<file path="src/reset_ctrl_pkg.sv">
// Package: constants, types and register map for the reset-source control block.
// Assumes a 10 MHz APB clock standing in for the system clock.
package reset_ctrl_pkg;

  // ------------------------------------------------------------
  // Register map (register indices; each word sits at four times its index)
  // ------------------------------------------------------------
  localparam logic [11:0] power_control_idx          = 12'h087;
  localparam logic [11:0] interrupt_enable_reg_idx   = 12'h0a8;
  localparam logic [11:0] interrupt_priority_reg_idx = 12'h0b8;
  localparam logic [11:0] watchdog_control_idx       = 12'h0c1;
  localparam logic [11:0] boot_control_idx           = 12'h0c7;
  localparam logic [11:0] status_idx                 = 12'h0d0;

  // ------------------------------------------------------------
  // Field positions
  // ------------------------------------------------------------
  localparam int pc_low_voltage_flag_bit  = 5;
  localparam int pc_power_on_flag_bit     = 4;
  localparam int pc_idle_bit              = 0;
  localparam int pc_power_down_bit        = 1;
  localparam int ie_global_bit            = 7;
  localparam int ie_sag_bit               = 6;
  localparam int ip_sag_bit               = 6;
  localparam int wd_reset_flag_bit        = 7;
  localparam int wd_run_bit               = 5;
  localparam int wd_kick_bit              = 4;
  localparam int wd_idle_run_bit          = 3;
  localparam int boot_select_bit          = 6;

  // ------------------------------------------------------------
  // Reset values
  // ------------------------------------------------------------
  localparam logic [7:0] power_control_rst = 8'h30;
  localparam logic [7:0] ie_rst            = 8'h00;
  localparam logic [7:0] ip_rst            = 8'h00;
  localparam logic [7:0] wd_control_rst    = 8'h00;

  // ------------------------------------------------------------
  // Timing
  // ------------------------------------------------------------
  localparam int clk_hz            = 10_000_000;
  localparam int ext_delay_ms      = 180;
  localparam int ext_delay_cycles  = (clk_hz / 1000) * ext_delay_ms;
  localparam int por_delay_cycles  = 32768;
  localparam int wd_core_div       = 12;
  localparam int wd_counter_bits   = 15;
  localparam int wd_prescale_bits  = 8;

  typedef enum logic [3:0] {
    st_por     = 4'b0001,
    st_ext     = 4'b0010,
    st_run     = 4'b0100,
    st_sys_rst = 4'b1000
  } reset_state_t;

  typedef struct packed {
    logic ext_delay;
    logic sag_resets;
    logic eeprom_inhibit;
  } option_t;

endpackage

</file>
<file path="src/reset_ctrl.sv">
// Reset-source control: power-on delay, supply-sag reset or interrupt, watchdog,
// boot area selection, with APB access to the special function registers.
// Assumes supply_sag_detect and power_ok are already synchronous to pclk.
//
// Summary of operation
// - Extended option adds about 180 ms of reset after power-on delay.
// - Without the option only the ordinary power-on delay is applied.
// - Leaving extended power-on reset sets boot select to monitor area.
// - Sag with reset option resets and sets low-voltage flag bit 5.
// - Low-voltage flag is also set at power-on; software clears it.
// - Low-voltage flag is sticky until software clears it.
// - Sag reset leaves boot select unchanged.
// - Sag without reset option raises interrupt request and sets flag.
// - Sag interrupt may wake device from power-down.
// - EEPROM inhibit option blocks programming while supply is low.
// - Global enable gates all interrupts; sag enable gates sag interrupt.
// - Sag priority bit selects low or high priority.
// - Watchdog is an 8-bit prescaler then a 15-bit counter.
// - Run bit starts the watchdog; clearing it stops counting.
// - Kick restarts the count and self-clears; software kicks in time.
// - Overflow issues system reset and sets sticky watchdog reset flag.
// - Watchdog reset leaves boot select unchanged.
// - Idle-run bit lets watchdog count in idle, else it halts.
// - Prescale code selects division two to the code plus one.
// - Overflow period is 12 times prescale times 32768 clocks.
// - Without the extended option, internal reset releases 32768 clocks after supply recovers.
// - Boot select zero means application area, one means monitor area.
`timescale 1ns/10ps
module reset_ctrl
  import reset_ctrl_pkg::*;
#(
  parameter int por_cycles = por_delay_cycles,
  parameter int ext_cycles = ext_delay_cycles
)
(
  input  wire logic        pclk,
  input  wire logic        presetn,
  input  wire logic        psel,
  input  wire logic        penable,
  input  wire logic        pwrite,
  input  wire logic [11:0] paddr,
  input  wire logic [31:0] pwdata,
  output logic             pready,
  output logic [31:0]      prdata,
  output logic             pslverr,
  input  wire option_t     options,
  input  wire logic        power_ok,
  input  wire logic        supply_sag_detect,
  input  wire logic        core_idle,
  input  wire logic        core_power_down,
  input  wire logic        irq_ack,
  output logic             system_reset,
  output logic             boot_source_select,
  output logic             supply_sag_irq,
  output logic             supply_sag_irq_high,
  output logic             wake_request,
  output logic             eeprom_inhibit
);

  // ------------------------------------------------------------
  // Bus decode
  // ------------------------------------------------------------
  logic        wr_en;
  logic        rd_en;
  logic [7:0]  wbyte;

  assign pready  = 1'b1;
  assign wr_en   = psel && penable && pwrite;
  // Reads load prdata in the setup cycle so it stands at the access edge
  assign rd_en   = psel && !penable && !pwrite;
  assign wbyte   = pwdata[7:0];

  // Each register is one aligned word at four times its index
  function automatic logic at(input logic [11:0] a, input logic [11:0] idx);
    at = (a == {idx[9:0], 2'b00});
  endfunction

  function automatic logic mapped(input logic [11:0] a);
    mapped = at(a, power_control_idx) || at(a, interrupt_enable_reg_idx) ||
             at(a, interrupt_priority_reg_idx) || at(a, watchdog_control_idx) ||
             at(a, boot_control_idx) || at(a, status_idx);
  endfunction

  function automatic logic hit(input logic [11:0] a, input logic [11:0] idx);
    hit = wr_en && at(a, idx);
  endfunction

  assign pslverr = psel && penable && !mapped(paddr);

  // ------------------------------------------------------------
  // Reset sequencing
  // ------------------------------------------------------------
  reset_state_t state_q;
  reset_state_t state_d;
  logic [31:0]  delay_q;
  logic         wd_overflow;
  logic         sag_reset_evt;
  logic         sag_q;
  logic         sag_rise;
  logic         cold_release;

  always_ff @(posedge pclk or negedge presetn) begin
    if (!presetn) begin
      sag_q <= 1'b0;
    end else begin
      sag_q <= supply_sag_detect;
    end
  end

  assign sag_rise      = supply_sag_detect && !sag_q;
  assign sag_reset_evt = sag_rise && options.sag_resets && (state_q == st_run);

  always_comb begin
    state_d = state_q;
    unique case (state_q)
      st_por: begin
        if (power_ok && delay_q == 32'(por_cycles - 1)) begin
          state_d = options.ext_delay ? st_ext : st_run;
        end
      end
      st_ext: begin
        if (delay_q == 32'(ext_cycles - 1)) begin
          state_d = st_run;
        end
      end
      st_run: begin
        if (wd_overflow || sag_reset_evt) begin
          state_d = st_sys_rst;
        end
      end
      st_sys_rst: begin
        state_d = st_run;
      end
    endcase
    if (!power_ok) begin
      state_d = st_por;
    end
  end

  always_ff @(posedge pclk or negedge presetn) begin
    if (!presetn) begin
      state_q <= st_por;
    end else begin
      state_q <= state_d;
    end
  end

  // One counter serves both delays; it restarts on every state change
  always_ff @(posedge pclk or negedge presetn) begin
    if (!presetn) begin
      delay_q <= 32'h0000_0000;
    end else if (state_d != state_q || !power_ok) begin
      delay_q <= 32'h0000_0000;
    end else if (state_q == st_por || state_q == st_ext) begin
      delay_q <= delay_q + 32'h0000_0001;
    end
  end

  assign cold_release = (state_q == st_por || state_q == st_ext) && state_d == st_run;
  assign system_reset = (state_q != st_run);

  // ------------------------------------------------------------
  // Boot area select
  // ------------------------------------------------------------
  logic boot_q;

  // Warm resets never touch this bit; only a cold release or a software write sets it
  always_ff @(posedge pclk or negedge presetn) begin
    if (!presetn) begin
      boot_q <= 1'b1;
    end else if (cold_release) begin
      boot_q <= 1'b1;
    end else if (hit(paddr, boot_control_idx) && !system_reset) begin
      boot_q <= wbyte[boot_select_bit];
    end
  end

  assign boot_source_select = boot_q;

  // ------------------------------------------------------------
  // Power control flags
  // ------------------------------------------------------------
  logic low_voltage_flag_q;
  logic power_on_flag_q;
  logic [3:0] pc_misc_q;
  logic [1:0] pc_top_q;

  always_ff @(posedge pclk or negedge presetn) begin
    if (!presetn) begin
      low_voltage_flag_q <= 1'b1;
    end else if (state_q == st_por || supply_sag_detect) begin
      low_voltage_flag_q <= 1'b1;
    end else if (hit(paddr, power_control_idx) && !wbyte[pc_low_voltage_flag_bit]) begin
      low_voltage_flag_q <= 1'b0;
    end
  end

  always_ff @(posedge pclk or negedge presetn) begin
    if (!presetn) begin
      power_on_flag_q <= 1'b1;
    end else if (state_q == st_por) begin
      power_on_flag_q <= 1'b1;
    end else if (hit(paddr, power_control_idx) && !wbyte[pc_power_on_flag_bit]) begin
      power_on_flag_q <= 1'b0;
    end
  end

  always_ff @(posedge pclk or negedge presetn) begin
    if (!presetn) begin
      pc_misc_q <= power_control_rst[3:0];
      pc_top_q  <= power_control_rst[7:6];
    end else if (system_reset) begin
      pc_misc_q <= power_control_rst[3:0];
      pc_top_q  <= power_control_rst[7:6];
    end else if (hit(paddr, power_control_idx)) begin
      pc_misc_q <= wbyte[3:0];
      pc_top_q  <= wbyte[7:6];
    end
  end

  // ------------------------------------------------------------
  // Interrupt enable and priority
  // ------------------------------------------------------------
  logic [7:0] ie_q;
  logic [7:0] ip_q;
  logic       sag_pend_q;

  always_ff @(posedge pclk or negedge presetn) begin
    if (!presetn) begin
      ie_q <= ie_rst;
      ip_q <= ip_rst;
    end else if (system_reset) begin
      ie_q <= ie_rst;
      ip_q <= ip_rst;
    end else begin
      if (hit(paddr, interrupt_enable_reg_idx)) begin
        ie_q <= wbyte;
      end
      if (hit(paddr, interrupt_priority_reg_idx)) begin
        ip_q <= wbyte;
      end
    end
  end

  // New sag wins over an acknowledge in the same cycle
  always_ff @(posedge pclk or negedge presetn) begin
    if (!presetn) begin
      sag_pend_q <= 1'b0;
    end else if (system_reset) begin
      sag_pend_q <= 1'b0;
    end else if (sag_rise && !options.sag_resets) begin
      sag_pend_q <= 1'b1;
    end else if (irq_ack) begin
      sag_pend_q <= 1'b0;
    end
  end

  assign supply_sag_irq      = sag_pend_q && ie_q[ie_global_bit] && ie_q[ie_sag_bit];
  assign supply_sag_irq_high = supply_sag_irq && ip_q[ip_sag_bit];
  assign wake_request        = supply_sag_irq && core_power_down;
  assign eeprom_inhibit      = options.eeprom_inhibit && supply_sag_detect;

  // ------------------------------------------------------------
  // Watchdog
  // ------------------------------------------------------------
  logic                       wd_flag_q;
  logic                       wd_run_q;
  logic                       wd_idle_run_q;
  logic                       wd_kick_q;
  logic [2:0]                 wd_sel_q;
  logic [wd_counter_bits-1:0] wd_cnt_q;
  logic                       wd_advance;
  logic                       wd_tick;
  logic                       wd_write;

  assign wd_write   = hit(paddr, watchdog_control_idx) && !system_reset;
  // Halted while idle unless idle-run is set
  assign wd_advance = wd_run_q && !system_reset && (!core_idle || wd_idle_run_q);

  always_ff @(posedge pclk or negedge presetn) begin
    if (!presetn) begin
      wd_run_q      <= wd_control_rst[wd_run_bit];
      wd_idle_run_q <= wd_control_rst[wd_idle_run_bit];
      wd_sel_q      <= wd_control_rst[2:0];
    end else if (system_reset) begin
      wd_run_q      <= 1'b0;
      wd_idle_run_q <= 1'b0;
      wd_sel_q      <= 3'h0;
    end else if (wd_write) begin
      wd_run_q      <= wbyte[wd_run_bit];
      wd_idle_run_q <= wbyte[wd_idle_run_bit];
      wd_sel_q      <= wbyte[2:0];
    end
  end

  // Kick is a self-clearing strobe; it reads back as one only for one cycle
  always_ff @(posedge pclk or negedge presetn) begin
    if (!presetn) begin
      wd_kick_q <= 1'b0;
    end else begin
      wd_kick_q <= wd_write && wbyte[wd_kick_bit];
    end
  end

  wd_prescaler u_pre (
    .pclk    (pclk),
    .presetn (presetn),
    .clear   (wd_kick_q || !wd_run_q),
    .advance (wd_advance),
    .sel     (wd_sel_q),
    .tick    (wd_tick)
  );

  always_ff @(posedge pclk or negedge presetn) begin
    if (!presetn) begin
      wd_cnt_q <= 15'h0000;
    end else if (wd_kick_q || !wd_run_q || system_reset) begin
      wd_cnt_q <= 15'h0000;
    end else if (wd_tick && !wd_kick_q) begin
      wd_cnt_q <= wd_cnt_q + 15'h0001;
    end
  end

  assign wd_overflow = wd_tick && !wd_kick_q && (wd_cnt_q == 15'h7fff);

  // Kept through the watchdog reset so software can tell it from power-on
  always_ff @(posedge pclk or negedge presetn) begin
    if (!presetn) begin
      wd_flag_q <= 1'b0;
    end else if (wd_overflow) begin
      wd_flag_q <= 1'b1;
    end else if (state_q == st_por) begin
      wd_flag_q <= 1'b0;
    end else if (wd_write && !wbyte[wd_reset_flag_bit]) begin
      wd_flag_q <= 1'b0;
    end
  end

  // ------------------------------------------------------------
  // Read data
  // ------------------------------------------------------------
  always_ff @(posedge pclk or negedge presetn) begin
    if (!presetn) begin
      prdata <= 32'h0000_0000;
    end else if (rd_en) begin
      unique case (1'b1)
        at(paddr, power_control_idx):
          prdata <= {24'h000000, pc_top_q, low_voltage_flag_q, power_on_flag_q, pc_misc_q};
        at(paddr, interrupt_enable_reg_idx):   prdata <= {24'h000000, ie_q};
        at(paddr, interrupt_priority_reg_idx): prdata <= {24'h000000, ip_q};
        at(paddr, watchdog_control_idx):
          prdata <= {24'h000000, wd_flag_q, 1'b0, wd_run_q, wd_kick_q, wd_idle_run_q, wd_sel_q};
        at(paddr, boot_control_idx):           prdata <= {24'h000000, 1'b0, boot_q, 6'h00};
        at(paddr, status_idx):                 prdata <= {28'h0000000, state_q};
        default:                    prdata <= 32'h0000_0000;
      endcase
    end
  end

endmodule

</file>
<file path="src/wd_prescaler.sv">
// Watchdog front divider: divide-by-12 tick into the 8-bit prescaler.
// Assumes the parent holds it cleared while the watchdog is stopped or kicked.
`timescale 1ns/10ps
module wd_prescaler
  import reset_ctrl_pkg::*;
(
  input  wire logic       pclk,
  input  wire logic       presetn,
  input  wire logic       clear,
  input  wire logic       advance,
  input  wire logic [2:0] sel,
  output logic            tick
);

  logic [3:0]                  core_q;
  logic [wd_prescale_bits-1:0] pre_q;
  logic                        core_done;
  logic [8:0]                  limit;

  assign core_done = advance && (core_q == 4'(wd_core_div - 1));
  // Division is two raised to the code plus one
  assign limit = 9'h002 << sel;
  assign tick  = core_done && ({1'b0, pre_q} == limit - 9'h001);

  always_ff @(posedge pclk or negedge presetn) begin
    if (!presetn) begin
      core_q <= 4'h0;
    end else if (clear || core_done) begin
      core_q <= 4'h0;
    end else if (advance) begin
      core_q <= core_q + 4'h1;
    end
  end

  always_ff @(posedge pclk or negedge presetn) begin
    if (!presetn) begin
      pre_q <= 8'h00;
    end else if (clear || tick) begin
      pre_q <= 8'h00;
    end else if (core_done) begin
      pre_q <= pre_q + 8'h01;
    end
  end

endmodule

</file>
<file path="config.mk">
export PLATFORM = sky130hd
export DESIGN_NAME = reset_ctrl
export DESIGN_NICKNAME = d
export VERILOG_FILES = /design/src/reset_ctrl_pkg.sv /design/src/reset_ctrl.sv /design/src/wd_prescaler.sv
export SDC_FILE = /design/constraint.sdc
export NUM_CORES = 1
export LEC_CHECK = 0
export ABC_AREA = 1
export BUFFER_PORTS_ARGS = -buffer_cell sky130_fd_sc_hd__buf_2
export CAP_MARGIN = 20
export CORE_MARGIN = 3
export CORE_UTILIZATION = 40
export CTS_CLUSTER_SIZE = 24
export DETAILED_ROUTE_END_ITERATION = 10
export GPL_TIMING_DRIVEN = 0
export PLACE_DENSITY = 0.64
export SLEW_MARGIN = 10
export SYNTH_ARGS = -nofsm -noshare
export SYNTH_HDL_FRONTEND = slang
export SYNTH_HIERARCHICAL = 1
export SYNTH_SLANG_ARGS = --single-unit
</file>
<file path="constraint.sdc">
create_clock -name pclk -period 4.1 [get_ports pclk]
set_input_delay 0.205 -clock pclk [delete_from_list [all_inputs] [get_ports pclk]]
set_output_delay 0.205 -clock pclk [all_outputs]
set_load 0.01 [all_outputs]
</file>
==> results.md <==
- Global route hottest layer: met2
- Share of layout cells above drive strength 1: a little under a fifth
- Final count of pins violating max slew: 0
- Synth cell count leaders: nand2_1, inv_1, dfrtp_1
- Leak Pwr: 3.38 nW
- Wire per inst: 12.6 um
- Placer Congestion: ~0.84
- Post-synth ARST share: 100%
- Worst flop-to-flop path endpoint: delay_q[19]
- Crit path largest cell delay: 0.45 ns
- Ys Warns: 6
- Post-synthesis cell type count: 45
- IO Count: just under 100
- Port Buffers: 46
- Tmin final: ~3.6 ns
- CTS tree: built
- Site Rows: between 40 and 50
- Ant diodes: 0
- Number of flops mapped to enable cells by yosys: 0
- Post-layout util: approximately 48%
- Antenna-violating nets left: 0
- Setup-failing EPs final: 0
- Synth area leaders: dfrtp_1, nand2_1, inv_1
- Root buffer cell: clkbuf_16
- Peak supply drop: about 190 uV
- Drt drc: 0
- Crit path kind: flip-flop to flip-flop
- Dominant synthesized flop cell: dfrtp_1
- Worst-Margin Slew: 0.646 ns
- Fillers: 1534
- Routed WL: roughly 14 mm
- PwrDens: between 200 and 300 mW/mm^2
- Critical path arrival: around 3.9 ns
- Worst skew pair latency: 0.36 ns
- Synth top area share: 39.2%
- Die height: between 100 and 150 um
- GRT Total Usage: ~17%
- Crit. Startpoint: state_q[3]
- Syn Std Cell Area: 0.00644 mm^2
- Fin crit share: 88.0%
- Most common cell in the netlist: nand2_1
- Slew HR: between 50% and 60%
- Placed cell area: 0.00706 mm^2
- Grt met1 use: a little under a quarter
- Met3 usage in global routing: 4.07%
- Initial core utilization: 41.6%
- Pin count of the biggest net entering global routing: between 60 and 70
- First-pass GRT wire length: 24.1 mm
- Pwr Total: 2.12 mW
- Peak Freq: 277 MHz
- Die width: between 100 and 150 um
- Post-route design area: about 0.0074 mm^2
- Syn-to-layout area delta: 15.0%
- CTS Buffer Depth: 2
- Area leader, netlist: dfrtp_1
- Final HPWL DP: 10.9 mm
- Worst Skew: around 0.012 ns
- Core ar.: ~0.015 mm^2
- Status: completed
- Vias in the first global route: 5021
- DR vias/cell: 4.74
- Syn_area_per_cell: between 7 and 8 um^2
- Initial DRT Pass Iterations: 5
- Grt ovf: 0
- Critical path capture point: delay_q[19]
- Reg2Reg Depth: 26
- Fin. Hold Viols: 0
- Reg-to-reg startpoint: state_q[3]
- Clock sink count: between 100 and 150
- DR iter-0 viols: between 300 and 400
- Register bit total from synthesis: 105
- Setup TNS: 0 ns
- Syn Inst Count: approximately 830
- Reg2Reg Setup Slack: about 0.5 ns
- CTS Buf Count: 9
- H-tree depth: 3
- Crit path launch type: flip-flop
- RSZ-0062 raised after global routing: false
- Die area: around 0.018 mm^2
- Worst setup EP type: flip-flop
- NumNets Final: 978
- Max-Cap Viols: 0
- Via count: between 5k and 6k
- WHS Path Cells: 2
- Slowest stage cell, crit path: dfrtp_1
- Worst path required time: ~4.4 ns
- Met2 usage: a little over a quarter
- Register area share after synthesis: 40.9%
- Initial antenna violation count: 0
- Hold WC Path Type: input port to flip-flop
- Reg clk slew, reported paths: ~0.07 ns
- CP Max Fanout: 10
==> power breakdown <==
| group | total (mW) | leakage (nW) | internal [mW] | switching [mW] |
|---|---|---|---|---|
| logic | 0.122 | 1.77 | 0.0466 | 0.0755 |
| registers | 1.04 | 1.45 | 1.04 | 0.00234 |
| clock network | 0.955 | 0.158 | 0.559 | 0.396 |
| total | 2.12 | 3.38 | 1.64 | 0.474 |
==> flip-flops by register name, summed over array words and instances, names as in the netlist <==
signal              cells
pc_top_q                2
wd_run_q                1
pc_misc_q               4
sag_pend_q              1
delay_q                32
wd_flag_q               1
boot_source_select      1
u_pre/pre_q             8
prdata                  8
ip_q                    8
wd_sel_q                3
state_q                 4
wd_kick_q               1
sag_q                   1
wd_cnt_q               15
low_voltage_flag_q      1
wd_idle_run_q           1
u_pre/core_q            4
ie_q                    8
power_on_flag_q         1
==> layer usage <==
metal / part of all wire, % / wire [um] / vias up
li1: - / - / 2762
met1: 47 / 6710 / 2482
met2: 47 / 6660 / 103
met3: 4.8 / 684 / 22
met4: 1.5 / 213 / 0
met5: 0 / 0 / -
==> cell type report <==
type / count / area [um^2] / share of cell area, %
clock buffers: 11 / 243 / 3.28
inverters: 125 / 472 / 6.37
well taps: 211 / 264 / 3.56
plain buffers: 37 / 289 / 3.90
flip-flops and latches: 105 / 2630 / 35.5
clock inverters: 5 / 87.6 / 1.18
repair buffers: 49 / 284 / 3.83
multi-input cells: 589 / 3140 / 42.3
==> timing repair <==
item                      4_1_cts  5_1_grt
hold endpoints to repair       39        0
hold buffers                    2        0
resized for setup               0        0
buffers inserted                0        0
==> how the worst min path moves through the flow <==
stage,start,end
after floorplan,presetn,delay_q[0]
final,irq_ack,sag_pend_q
after global routing,irq_ack,sag_pend_q
after global placement,supply_sag_detect,sag_q
after detailed placement,presetn,u_pre/pre_q[7]
after CTS,irq_ack,sag_pend_q
==> through the flow <==
stage | hold WS (ns) | instances | setup WS, ns
global placement | 0.373 | 1113 | 0.542
floorplan | -0.0906 | 856 | 1.10
detailed placement | 0.141 | 1114 | 0.476
global route | 0.0611 | 1132 | 0.0558
finish | 0.0538 | 1132 | 0.493
CTS | 0.0553 | 1132 | 0.443
==> worst max-delay path: cells and delay by family (launching register included) <==
kind	cells	cell delay (ns)
simple gates	19	2.12
compound gates	1	0.30
flops	1	0.45
buf+inv	6	0.66
==> placed cells by master (no fill, tap or decap), drive strengths merged, types with 4 or more instances in the layout <==
master / netlist / routed
a21oi: 19 / 19
buf: 33 / 80
clkbuf: 4 / 15
conb: 2 / 25
dfrtp: 101 / 101
dfstp: 4 / 4
ha: 5 / 5
inv: 124 / 126
nand2: 216 / 216
nand3: 57 / 57
nand4: 22 / 22
nor2: 112 / 112
nor3: 20 / 20
nor4: 4 / 4
o21ai: 59 / 59
o221ai: 4 / 4
xnor2: 8 / 8
xor2: 23 / 23
==> cell families (layout without fill, tap and decap cells) <==
| group | after synthesis | after routing | share of synthesized area (%) |
|---|---|---|---|
| adders and majority gates | 5 | 5 | 0.971 |
| buffers and inverters | 162 | 227 | 11.8 |
| DFF | 105 | 105 | 40.9 |
| and+or+nand+nor | 433 | 433 | 33.7 |
| xor gates and xnor gates | 31 | 31 | 4.21 |
| other | 2 | 25 | 0.117 |
| AOI/OAI and AO/OA | 93 | 93 | 8.06 |
| muxes | 2 | 2 | 0.311 |
(Power assumes the default switching activity.)
